## src/hw/nmp_map.vh

```
// Constants of the memory-map and nonvolatile-protection block.
// Assumes one clock domain; included by nmp_top.v.
// Function
// RL1: Flash programming starts only from code running in the boot section.
// RL2: Application table equals boot size and uses its own lock bits.
// RL3: Factory signature row refuses writes and erases, reads stay allowed.
// RL4: Reset loads some factory calibration values into their modules.
// RL5: User signature page is read/write and survives chip erase.
// RL6: Fuses are written only by the programmer; software may read them.
// RL7: Lock bits may only be made stricter, by software or programmer.
// RL8: Chip erase clears lock bits only after flash erase completes.
// RL9: Unprogrammed fuse or lock bit reads one, programmed reads zero.
// RL10: Data space: I/O 0-FFF, EEPROM 1000-1FFF, SRAM 2000-5FFF.
// RL11: EEPROM has its own space by default, optionally mapped in data space.
// RL12: Mapped EEPROM window starts at data address 0x1000.
// RL13: Short I/O reaches 0x00-0x3F; bit operations only 0x00-0x1F.
// RL14: Lowest 16 I/O addresses are general purpose bit registers.
// RL15: Different masters may access different memory sets at once.
// RL16: I/O one cycle; SRAM write one, read two, burst every cycle.
// RL17: EEPROM load one cycle, read three, burst every second cycle.
// RL18: A three-byte identifier and a separate revision register exist.
// RL19: Disabled scan port blocks external access; its pins become I/O.
// RL20: Safety lock blocks clock, event, waveform register writes.
// RL21: Flash page writes; Z[8:1] word in page, Z[18:9] page.
// RL22: EEPROM ADDR[4:0] byte in 32-byte page, ADDR[11:5] page.
// RL23: Forbidden flash accesses are silently dropped; the code drops them but also sets flash_refused in the status register.
`ifndef NMP_MAP_VH
`define NMP_MAP_VH
// Register byte offsets
`define NMP_CTRL_OFS 8'h00
`define NMP_LOCK_OFS 8'h04
`define NMP_FUSE_OFS 8'h08
`define NMP_STAT_OFS 8'h0c
`define NMP_ID_OFS 8'h10
`define NMP_REV_OFS 8'h14
`define NMP_EEADDR_OFS 8'h18
// Control fields
`define NMP_CTRL_EEMAP 0
`define NMP_CTRL_SCANOFF 1
`define NMP_CTRL_SLOCK 2
// Fuse fields
`define NMP_FUSE_SCANEN 0
// Reset values
`define NMP_LOCK_RST 8'hff
`define NMP_FUSE_RST 8'hff
// Data space bounds
`define NMP_IO_END 16'h0fff
`define NMP_EE_BASE 16'h1000
`define NMP_EE_END 16'h1fff
`define NMP_SRAM_BASE 16'h2000
`define NMP_SRAM_END 16'h5fff
`define NMP_SHORT_END 16'h003f
`define NMP_BITOP_END 16'h001f
`define NMP_GPR_END 16'h000f
// Access latencies in cycles
`define NMP_LAT_IO 2'd1
`define NMP_LAT_SRAM_WR 2'd1
`define NMP_LAT_SRAM_RD 2'd2
`define NMP_LAT_SRAM_BURST 2'd1
`define NMP_LAT_EE_WR 2'd1
`define NMP_LAT_EE_RD 2'd3
`define NMP_LAT_EE_BURST 2'd2
`endif

```

## src/hw/nmp_top.v

```verilog
// Memory map decode, access timing and nonvolatile protection.
// Assumes CPU, DMA and programmer logic on mclk; AHB-Lite register slave.
`timescale 1ns/100ps
`default_nettype none
`include "nmp_map.vh"
module nmp_top #(
  parameter BOOT_WORD_BASE = 18'h20000,
  parameter BOOT_WORDS = 18'h01000,
  parameter [23:0] DEVICE_ID = 24'h5a_a5_3c, // Arbitrary value
  parameter [7:0] REVISION = 8'h01, // Arbitrary value
  parameter CAL_WORDS = 2,
  parameter [15:0] CLK_IO_BASE = 16'h0040,
  parameter [15:0] CLK_IO_END = 16'h007f,
  parameter [15:0] EVT_IO_BASE = 16'h0180,
  parameter [15:0] EVT_IO_END = 16'h01bf,
  parameter [15:0] AWU_IO_BASE = 16'h0880,
  parameter [15:0] AWU_IO_END = 16'h088f
) (
  input wire mclk,
  input wire rstn,
  // AHB-Lite slave
  input wire hsel,
  input wire [7:0] haddr,
  input wire [1:0] htrans,
  input wire hwrite,
  input wire [2:0] hsize,
  input wire [31:0] hwdata,
  input wire hready,
  output wire hreadyout,
  output wire hresp,
  output reg [31:0] hrdata,
  input wire ccp_open,
  // Flash access check
  input wire flash_req,
  input wire flash_we,
  input wire [1:0] flash_region,
  input wire [18:0] flash_z,
  input wire [17:0] cpu_pc,
  input wire flash_from_prog,
  output wire flash_rd_grant,
  output wire flash_wr_grant,
  output wire [9:0] flash_page_index,
  output wire [7:0] flash_word_index,
  // Programmer
  input wire prog_fuse_we,
  input wire [7:0] prog_fuse_data,
  input wire prog_lock_we,
  input wire [7:0] prog_lock_data,
  input wire prog_chip_erase,
  input wire flash_erase_done,
  output reg flash_chip_erase,
  // Calibration load from signature row
  output reg [3:0] sig_raddr,
  input wire [7:0] sig_rdata,
  output reg [8*CAL_WORDS-1:0] cal_data,
  output reg cal_valid,
  // Data space masters: 0 CPU, 1 DMA
  input wire [1:0] m_req,
  input wire [1:0] m_we,
  input wire [1:0] m_burst,
  input wire [31:0] m_addr,
  output wire [1:0] m_ready,
  output wire [5:0] m_sel,
  output wire [1:0] m_io_we_ok,
  output wire io_bitop_ok,
  output wire io_short_ok,
  output wire io_gpr_sel,
  output wire [6:0] eeprom_page_index,
  output wire [4:0] eeprom_byte_index,
  // Scan port
  output wire scan_port_en,
  output wire scan_pins_gpio
);

localparam REG_MAIN = 2'd0;
localparam REG_PSIG = 2'd1;
localparam REG_USIG = 2'd2;
localparam ERS_IDLE = 2'd0;
localparam ERS_FLASH = 2'd1;
localparam ERS_LOCKS = 2'd2;
localparam SEL_IO = 2'd0;
localparam SEL_EE = 2'd1;
localparam SEL_SRAM = 2'd2;
localparam SEL_NONE = 2'd3;

// Data space decode shared by both masters
function [1:0] space_of;
  input [15:0] a;
  input ee_mapped;
  begin
    if (a <= `NMP_IO_END)
      space_of = SEL_IO; // [RL10]
    else if (a >= `NMP_EE_BASE && a <= `NMP_EE_END)
      space_of = ee_mapped ? SEL_EE : SEL_NONE; // [RL11] [RL12]
    else if (a >= `NMP_SRAM_BASE && a <= `NMP_SRAM_END)
      space_of = SEL_SRAM;
    else
      space_of = SEL_NONE;
  end
endfunction

// Writes blocked by the safety lock
function guarded;
  input [15:0] a;
  begin
    guarded = (a >= CLK_IO_BASE && a <= CLK_IO_END) ||
      (a >= EVT_IO_BASE && a <= EVT_IO_END) ||
      (a >= AWU_IO_BASE && a <= AWU_IO_END);
  end
endfunction

reg [2:0] ctrl;
reg [7:0] lock_bits;
reg [7:0] fuse;
reg [11:0] ee_addr;
reg lock_refused;
reg fuse_refused;
reg flash_refused;
reg [1:0] ers_state;

////////////////////////////////////////////////////////////////////////
// AHB-Lite slave, zero wait state
reg dp_wr;
reg dp_rd;
reg [7:0] dp_addr;
wire ap_take;
wire [7:0] stat_word;
reg [31:0] next_rdata;

assign ap_take = hsel & hready & htrans[1];
assign hreadyout = 1'b1;
assign hresp = 1'b0;
assign stat_word = {3'h0, ers_state != ERS_IDLE, cal_valid,
                    flash_refused, fuse_refused, lock_refused};
always @* begin
  next_rdata = 32'h0000_0000;
  case (haddr)
    `NMP_CTRL_OFS: next_rdata = {29'h0, ctrl};
    `NMP_LOCK_OFS: next_rdata = {24'h0, lock_bits}; // [RL9]
    `NMP_FUSE_OFS: next_rdata = {24'h0, fuse}; // [RL6] [RL9]
    `NMP_STAT_OFS: next_rdata = {24'h0, stat_word};
    `NMP_ID_OFS: next_rdata = {8'h00, DEVICE_ID}; // [RL18]
    `NMP_REV_OFS: next_rdata = {24'h0, REVISION}; // [RL18]
    `NMP_EEADDR_OFS: next_rdata = {20'h0, ee_addr};
    default: next_rdata = 32'h0000_0000;
  endcase
end

always @(posedge mclk or negedge rstn) begin
  if (!rstn) begin
    dp_wr <= 1'b0;
    dp_rd <= 1'b0;
    dp_addr <= 8'h00;
    hrdata <= 32'h0000_0000;
  end else begin
    if (hready) begin
      dp_wr <= ap_take & hwrite;
      dp_rd <= ap_take & ~hwrite;
      dp_addr <= haddr;
    end
    if (ap_take & ~hwrite)
      hrdata <= next_rdata;
  end
end

////////////////////////////////////////////////////////////////////////
// Control, lock, fuse registers and chip erase
wire sw_ctrl_we;
wire sw_lock_we;
wire sw_fuse_we;
wire [7:0] lock_wval;
wire lock_we;
wire lock_relax;

assign sw_ctrl_we = dp_wr & (dp_addr == `NMP_CTRL_OFS);
assign sw_lock_we = dp_wr & (dp_addr == `NMP_LOCK_OFS);
assign sw_fuse_we = dp_wr & (dp_addr == `NMP_FUSE_OFS);
assign lock_we = sw_lock_we | prog_lock_we;
assign lock_wval = prog_lock_we ? prog_lock_data : hwdata[7:0];
// Relaxing means a programmed (zero) bit would go back to one
assign lock_relax = |(lock_wval & ~lock_bits);

always @(posedge mclk or negedge rstn) begin
  if (!rstn) begin
    ctrl <= 3'h0;
    lock_bits <= `NMP_LOCK_RST;
    fuse <= `NMP_FUSE_RST;
    ee_addr <= 12'h000;
    lock_refused <= 1'b0;
    fuse_refused <= 1'b0;
    ers_state <= ERS_IDLE;
    flash_chip_erase <= 1'b0;
  end else begin
    if (sw_ctrl_we) begin
      ctrl[`NMP_CTRL_EEMAP] <= hwdata[`NMP_CTRL_EEMAP]; // [RL11]
      ctrl[`NMP_CTRL_SCANOFF] <= hwdata[`NMP_CTRL_SCANOFF]; // [RL19]
      if (ccp_open)
        ctrl[`NMP_CTRL_SLOCK] <= hwdata[`NMP_CTRL_SLOCK]; // [RL20]
    end
    if (dp_wr & (dp_addr == `NMP_EEADDR_OFS))
      ee_addr <= hwdata[11:0];
    if (prog_fuse_we)
      fuse <= prog_fuse_data; // [RL6]
    if (sw_fuse_we)
      fuse_refused <= 1'b1; // [RL6]
    else if (dp_rd & (dp_addr == `NMP_STAT_OFS))
      fuse_refused <= 1'b0;
    case (ers_state)
      ERS_IDLE: begin
        if (lock_we & ~lock_relax)
          lock_bits <= lock_wval; // [RL7]
        if (prog_chip_erase) begin
          ers_state <= ERS_FLASH;
          flash_chip_erase <= 1'b1;
        end
      end
      ERS_FLASH: begin
        if (flash_erase_done) begin // [RL8]
          ers_state <= ERS_LOCKS;
          flash_chip_erase <= 1'b0;
        end
      end
      ERS_LOCKS: begin
        lock_bits <= `NMP_LOCK_RST; // [RL8]
        ers_state <= ERS_IDLE;
      end
      default: ers_state <= ERS_IDLE;
    endcase
    if (lock_we & lock_relax)
      lock_refused <= 1'b1; // [RL7]
    else if (dp_rd & (dp_addr == `NMP_STAT_OFS))
      lock_refused <= 1'b0;
  end
end

////////////////////////////////////////////////////////////////////////
// Flash section protection
wire [17:0] word_addr;
wire in_boot;
wire in_table;
wire [1:0] sec_lock;
wire pc_in_boot;
wire main_rd_ok;
wire main_wr_ok;
reg rd_ok;
reg wr_ok;

assign word_addr = flash_z[18:1];
assign flash_word_index = flash_z[8:1]; // [RL21]
assign flash_page_index = flash_z[18:9]; // [RL21]
assign in_boot = word_addr >= BOOT_WORD_BASE;
assign in_table = ~in_boot & (word_addr >= BOOT_WORD_BASE - BOOT_WORDS); // [RL2]
// Lock pairs: [1:0] application, [3:2] table, [5:4] boot; bit0 write, bit1 read
assign sec_lock = in_boot ? lock_bits[5:4] :
                  in_table ? lock_bits[3:2] : lock_bits[1:0]; // [RL2]
assign pc_in_boot = cpu_pc >= BOOT_WORD_BASE;
assign main_rd_ok = sec_lock[1]; // [RL23]
assign main_wr_ok = sec_lock[0] & (flash_from_prog | pc_in_boot); // [RL1] [RL23]

always @* begin
  rd_ok = 1'b1;
  wr_ok = 1'b0;
  case (flash_region)
    REG_MAIN: begin
      rd_ok = main_rd_ok;
      wr_ok = main_wr_ok;
    end
    REG_PSIG: begin
      rd_ok = 1'b1; // [RL3]
      wr_ok = 1'b0; // [RL3]
    end
    REG_USIG: begin
      rd_ok = 1'b1; // [RL5]
      wr_ok = flash_from_prog | pc_in_boot; // [RL5]
    end
    default: rd_ok = 1'b0;
  endcase
end

assign flash_rd_grant = flash_req & ~flash_we & rd_ok;
assign flash_wr_grant = flash_req & flash_we & wr_ok;

always @(posedge mclk or negedge rstn) begin
  if (!rstn)
    flash_refused <= 1'b0;
  else if (flash_req & ((flash_we & ~wr_ok) | (~flash_we & ~rd_ok)))
    flash_refused <= 1'b1; // [RL23]
  else if (dp_rd & (dp_addr == `NMP_STAT_OFS))
    flash_refused <= 1'b0;
end

////////////////////////////////////////////////////////////////////////
// Calibration load after reset
always @(posedge mclk or negedge rstn) begin
  if (!rstn) begin
    sig_raddr <= 4'h0;
    cal_data <= {8*CAL_WORDS{1'b0}};
    cal_valid <= 1'b0;
  end else if (~cal_valid) begin
    if (sig_raddr != CAL_WORDS[3:0])
      cal_data <= {sig_rdata, cal_data[8*CAL_WORDS-1:8]}; // [RL4]
    if (sig_raddr == CAL_WORDS[3:0])
      cal_valid <= 1'b1; // [RL4]
    else
      sig_raddr <= sig_raddr + 4'h1;
  end
end

////////////////////////////////////////////////////////////////////////
// Data space masters
wire [1:0] space [0:1];
wire ee_mapped;

assign ee_mapped = ctrl[`NMP_CTRL_EEMAP];
assign eeprom_byte_index = ee_addr[4:0]; // [RL22]
assign eeprom_page_index = ee_addr[11:5]; // [RL22]
assign io_short_ok = m_addr[15:0] <= `NMP_SHORT_END; // [RL13]
assign io_bitop_ok = m_addr[15:0] <= `NMP_BITOP_END; // [RL13]
assign io_gpr_sel = m_addr[15:0] <= `NMP_GPR_END; // [RL14]
assign scan_port_en = ~ctrl[`NMP_CTRL_SCANOFF] & ~fuse[`NMP_FUSE_SCANEN]; // [RL19]
assign scan_pins_gpio = ~scan_port_en; // [RL19]

genvar gi;
generate
  for (gi = 0; gi < 2; gi = gi + 1) begin : g_m
    wire [15:0] a;
    wire clash;
    wire start;
    reg [1:0] cnt;
    reg busy;
    reg prev_rd;
    reg [1:0] prev_sp;
    reg [1:0] lat;
    assign a = m_addr[16*gi+15:16*gi];
    assign space[gi] = space_of(a, ee_mapped);
    // CPU wins a clash on the same memory set; DMA waits
    if (gi == 0) begin : g_c
      assign clash = 1'b0;
    end else begin : g_d
      assign clash = m_req[0] & (space[0] == space[1]); // [RL15]
    end
    assign start = m_req[gi] & ~busy & ~clash;
    always @* begin
      lat = `NMP_LAT_IO; // [RL16]
      case (space[gi])
        SEL_SRAM: begin
          if (m_we[gi])
            lat = `NMP_LAT_SRAM_WR; // [RL16]
          else if (m_burst[gi] & prev_rd & (prev_sp == SEL_SRAM))
            lat = `NMP_LAT_SRAM_BURST; // [RL16]
          else
            lat = `NMP_LAT_SRAM_RD; // [RL16]
        end
        SEL_EE: begin
          if (m_we[gi])
            lat = `NMP_LAT_EE_WR; // [RL17]
          else if (m_burst[gi] & prev_rd & (prev_sp == SEL_EE))
            lat = `NMP_LAT_EE_BURST; // [RL17]
          else
            lat = `NMP_LAT_EE_RD; // [RL17]
        end
        default: lat = `NMP_LAT_IO;
      endcase
    end
    always @(posedge mclk or negedge rstn) begin
      if (!rstn) begin
        cnt <= 2'd0;
        busy <= 1'b0;
        prev_rd <= 1'b0;
        prev_sp <= SEL_NONE;
      end else if (start && lat != 2'd1) begin
        busy <= 1'b1;
        cnt <= lat - 2'd2;
      end else if (busy) begin
        if (cnt == 2'd0) begin
          busy <= 1'b0;
          prev_rd <= ~m_we[gi];
          prev_sp <= space[gi];
        end else begin
          cnt <= cnt - 2'd1;
        end
      end else if (start) begin
        prev_rd <= ~m_we[gi];
        prev_sp <= space[gi];
      end else begin
        prev_rd <= 1'b0;
      end
    end
    assign m_ready[gi] = (start & (lat == 2'd1)) | (busy & (cnt == 2'd0));
    assign m_sel[3*gi] = m_req[gi] & ~clash & (space[gi] == SEL_IO);
    assign m_sel[3*gi+1] = m_req[gi] & ~clash & (space[gi] == SEL_EE);
    assign m_sel[3*gi+2] = m_req[gi] & ~clash & (space[gi] == SEL_SRAM);
    assign m_io_we_ok[gi] = m_we[gi] & (space[gi] == SEL_IO) &
                            ~(ctrl[`NMP_CTRL_SLOCK] & guarded(a)); // [RL20]
  end
endgenerate
endmodule // nmp_top
`default_nettype wire

```

## config.mk

```make
export PLATFORM = sky130hd
export DESIGN_NAME = nmp_top
export DESIGN_NICKNAME = d
export VERILOG_FILES = /design/src/hw/nmp_top.v
export VERILOG_INCLUDE_DIRS = /design/src /design/src/hw
export SDC_FILE = /design/constraint.sdc
export NUM_CORES = 1
export LEC_CHECK = 0
export BUFFER_PORTS_ARGS = -buffer_cell sky130_fd_sc_hd__buf_2
export CAP_MARGIN = 15
export CORE_MARGIN = 4
export CORE_UTILIZATION = 35
export CTS_BUF_LIST = sky130_fd_sc_hd__clkbuf_16
export CTS_CLUSTER_DIAMETER = 60
export CTS_CLUSTER_SIZE = 28
export DETAILED_ROUTE_END_ITERATION = 8
export RECOVER_POWER = 50
export SLEW_MARGIN = 25
export SYNTH_ARGS = -nofsm -noshare
export SYNTH_HDL_FRONTEND = slang
export SYNTH_SLANG_ARGS = --single-unit
export TNS_END_PERCENT = 10
```

## constraint.sdc

```tcl
create_clock -name mclk -period 2.4 [get_ports mclk]
set_input_delay 0.12 -clock mclk [delete_from_list [all_inputs] [get_ports mclk]]
set_output_delay 0.12 -clock mclk [all_outputs]
set_load 0.1 [all_outputs]
```

# Word level (Yosys, flattened, before mapping)
# Cells that the tools add are included.
# op_classes
add_sub_neg,5
eq_ne,36
n_reduce_logical,48
magnitude_cmp,28
n_bitwise,75
muxes,61
# ops
cell,n
$pmux 23 s7,1
$le 16x12->1 const B,4
$mux 2,27
$and 1x1->1,48
$ge 18x18->1 const B,2
$eq 8x4->1 const B,4
$eq 8x5->1 const B,4
$ge 16x12->1 const B,2
$ge 16x13->1 const B,2
$ge 16x14->1 const B,2
$ge 16x7->1 const B,2
$ge 16x9->1 const B,2
$le 16x13->1 const B,2
$le 16x15->1 const B,2
$le 16x7->1 const B,2
$le 16x9->1 const B,2
$mux 1,24
$not 1->1,20
$reduce_bool 2->1,10
$ge 18x17->1 const B,1
$reduce_and 2->1,9
$eq 2x1->1 const B,8
$eq 8x3->1 const B,2
$le 16x4->1 const B,1
25 further kinds,70
# word_totals
output_inout_bits,103
elab_cells,278
reg_bits,112

# Longest topological paths before layout
# depth
word_depth,12
ltp_mapped,9
ltp_nobuf,9

# Worst setup path before layout
# Ideal clock, no wire load.
# synth_path
kind,reg-to-reg
from,register ctrl[0]
to,register g_m[1].prev_sp[0]
path_slack_ns,-0.317
path_buffers,0
path_stages_with_launch,9
setup_time_ns,0.085
arrival_ns,2.632
synth_period_minus_slack_ns,2.717
t_required_ns,2.315
cell_sequence,dfrtp_1 nand2b_1 nand2_1 inv_1 ha_1 o311a_1 nor3b_1 a22o_1 mux2_1
# synth_lines
element,line,source
start: declaration,nmp_top.v:112,reg [2:0] ctrl;
start signal: indexed assignment,nmp_top.v:195,ctrl[`NMP_CTRL_EEMAP] <= hwdata[`NMP_CTRL_EEMAP];
start signal: indexed assignment,nmp_top.v:196,ctrl[`NMP_CTRL_SCANOFF] <= hwdata[`NMP_CTRL_SCANOFF];
start signal: indexed assignment,nmp_top.v:198,ctrl[`NMP_CTRL_SLOCK] <= hwdata[`NMP_CTRL_SLOCK];
end signal: assignment,nmp_top.v:378,prev_sp <= space[gi];
end signal: assignment,nmp_top.v:384,prev_sp <= space[gi];
end: declaration,nmp_top.v:332,reg [1:0] prev_sp;

==> flow_metrics.py <==
metrics = {
    "critical_path": {
        "cp-start-kind": "register",
        "required_ns": 2.28,
        "arrival_ns": 2.21,
        "path_max_fanout": 4,
        "path_class": "reg -> out",
        "end_kind": "primary output",
    },
    "synthesis": {
        "yosysWarningCount": 0,
        "async_reset_ff_share_pct": 100,
        "synth_area_leaders": "dfrtp_1 (35%), mux2_2 (11%), dfstp_2 (10%)",
        "postSynthAreaPerCell_um2": 10.7,
        "yosys-top-cells-count": "dfrtp_1 (73), mux2_2 (51), buf_4 (39)",
        "yosysSeqAreaShare_pct": 44.9,
        "syn_area_um2": 5240,
        "syn_inst": 490,
        "ys_ff_latch": 93,
        "ys.flop_type": "dfrtp_1",
        "ys_types": 65,
        "synth_most_common_cell": "dfrtp_1",
        "synth_area_leader_cell": "dfrtp_1",
        "synth_edf_count": 0,
        "synth_top_area_share_pct": 34.8,
    },
    "finish": {
        "synthToLayoutAreaGrowth_pct": 25.1,
        "multi_input_comb_area_um2": 2510,
        "nNetsFinal": 832,
        "antenna_cells": 0,
        "seq_area_um2": 2350,
        "finalInstanceArea_um2": 6560,
        "n_fill_cell": 1395,
        "drive_above_1_share_pct": 42.3,
    },
    "power_and_ir_drop": {
        "p_clk_share_pct": 26.1,
        "peakVddDrop_mv": 0.408,
        "internal_power_mw": 3.12,
        "powerDensity_nw_per_um2": 755,
        "power_leakage_nw": 3.13,
        "p_switching_mw": 1.83,
        "p_sw_share_pct": 37.0,
        "seqPwrFrac_pct": 42.3,
        "total_power_mw": 4.95,
        "combPwrFrac_pct": 31.6,
    },
    "floorplanning": {
        "die_x_um": 130,
        "io_pins": 262,
        "die_area_um2": 17000,
        "rows": 44,
        "initial_core_util_pct": 35.9,
        "core_area_um2": 14600,
        "die_h_um": 130,
    },
    "cts": {
        "cts_sinks": 93,
        "cts_root_buf": "clkbuf_16",
        "tritoncts": "done",
        "cts_htree_levels": 3,
        "clockBufferDepth": 2,
        "clk_latency_ns": 0.34,
        "clkTransAtPathRegs_ns": 0.07,
        "numCtsBuffers": 9,
    },
    "detailed_routing": {
        "wl_per_cell_um": 16.4,
        "drt-initial-drc-count": 174,
        "ant_nets": 0,
        "viasPerCell": 5.19,
        "drc": 0,
        "routed_wl_um": 13900,
        "vias": 4410,
        "first_pass_iters": 6,
    },
    "timing": {
        "maxSlewHeadroom_pct": 22.3,
        "timing.fmax_mhz": 428,
        "period_share_pct": 97.3,
        "tightest_slew_ns": 1.17,
        "finalSetupViolCount": 0,
        "slew_viol_final": 0,
        "final_hold_viol_count": 0,
        "finalClockSkew_ns": 0.00732,
        "period_needed_ns": 2.33,
    },
    "placement": {
        "portBuffers": 171,
        "gp_congestion": 0.851,
        "hpwlAfterDp_um": 10700,
        "place_area_um2": 6120,
    },
    "grt": {
        "grt_pass1_wl_um": 21400,
        "grt_pass1_vias": 4388,
        "grt_remaining_overflow": 0,
        "grt_max_degree": 52,
        "antenna_found_initial": 1,
        "grtUsageTotal_pct": 16.1,
    },
    "job": {
        "max-cap-violations": 0,
    },
    "run_status": {
        "status": "completed",
    },
    "min_path": {
        "worst_hold_path_type": "in -> reg",
    },
}
==> flip-flops by register name, indices dropped and copies added (netlist names), 2 cells and up <==
register and flops:
cal_data 16, g_m.prev_sp 4, g_m.busy 2, lock_bits 8
ctrl 3, sig_raddr 4, hrdata 13, g_m.prev_rd 2
dp_addr 8, ers_state 2, ee_addr 12, fuse 8
g_m.cnt 4
==> stage by stage <==
| stage | setup TNS [ns] | setup WS, ns | util, % | std cells | hold slack [ns] |
|---|---|---|---|---|---|
| global placement | 0 | 0.162 | 41.9 | 816 | 0.160 |
| floorplan | -1.71 | -0.280 | - | 504 | -0.176 |
| CTS | 0 | 0.0432 | 44.7 | 845 | 0.000418 |
| finish | 0 | 0.0652 | 45.0 | 849 | 0.0158 |
| global route | -0.0551 | -0.0551 | 45.0 | 849 | 0.00396 |
| detailed placement | 0 | 0.133 | 41.9 | 816 | 0.167 |
==> power by group through the flow <==
stage	registers (mW)	clock network [mW]	logic, mW
after floorplan	2.25	0	1.06
after global placement	2.10	0	1.45
after detailed placement	2.11	0	1.49
after CTS	2.09	1.34	1.53
after global routing	2.13	1.39	1.67
final	2.10	1.29	1.57
==> path summary, 6_finish.rpt <==
kind | to | startpoint | slack [ns] | cells after the start
worst min-delay path | cal_data[9]$_DFFE_PN0P_ | sig_rdata[1] | 0.02 | 2
worst min register to register | hrdata[7]$_DFFE_PN0P_ | hrdata[7]$_DFFE_PN0P_ | 0.49 | 2
min in group asynchronous | dp_addr[0]$_DFFE_PN0P_ | rstn | 0.54 | 2
max in group asynchronous | flash_refused$_DFFE_PN0P_ | rstn | 0.45 | 3
worst max register to register | g_m[1].prev_sp[0]$_DFFE_PN1P_ | ctrl[0]$_DFFE_PN0P_ | 0.19 | 9
worst max-delay path | m_ready[1] | ctrl[0]$_DFFE_PN0P_ | 0.07 | 8
==> cell families (layout without fill, tap and decap cells) <==
logic type	count (synthesis)	after routing	share of synthesized area, %
xor gates and xnor gates	5	5	0.835
muxes	64	64	13.5
other	2	16	0.143
buffers and inverters	79	240	8.97
AOI/OAI and AO/OA	103	103	13.9
DFF	93	93	44.9
adders and majority gates	13	13	3.10
and+or+nand+nor	131	131	14.7
==> timing repair <==
action | 4_1_cts | 5_1_grt
pin swaps | 0 | 2
endpoints found under the setup margin | 2 | 4
hold buffers | 12 | 0
setup buffers | 1 | 4
hold endpoints to repair | 47 | 0
gates resized for setup | 5 | 6
==> metal layers <==
layer | GRT usage [%] | routed length, um | vias up
met5 | 0 | 9 | -
met4 | 6.23 | 282 | 2
met3 | 3.98 | 1060 | 23
met2 | 25.8 | 6570 | 157
met1 | 21.0 | 6030 | 2153
li1 | - | - | 2075
==> final cells by class <==
type / count / area share [%]
Inverter: 25 / 1.43
Tap cell: 184 / 3.51
Sequential cell: 93 / 35.9
Multi-Input combinational cell: 332 / 38.3
Clock buffer: 9 / 3.43
Clock inverter: 7 / 0.534
Timing Repair Buffer: 199 / 16.9
==> critical path, cell delays in order (launching register included) <==
cell and delay, ns:
dfrtp_1 0.43, nand2b_4 0.17, nand2_2 0.09, ha_1 0.20, inv_1 0.07, o311a_1 0.36
nor3b_2 0.18, a22o_2 0.20, buf_12 0.18
==> cells in the final DEF (no fill, tap or decap), drive strengths merged, types with 3 or more instances in the layout <==
master,count
buf,178
clkbuf,18
nor3,7
clkinv,4
and2,6
nand2,30
ha,13
nand3,4
nor2,17
mux2,53
nand4b,3
conb,16
xnor2,5
dfstp,20
nor2b,10
nand2b,15
nand4,11
a32oi,4
dlygate4sd3,12
a22o,9
o311a,11
o21ai,32
a21oi,11
mux2i,11
dfrtp,73
a22oi,10
inv,26
and3,7
nor4,3
o22ai,4
a31oi,3
(Power assumes the default switching activity.)
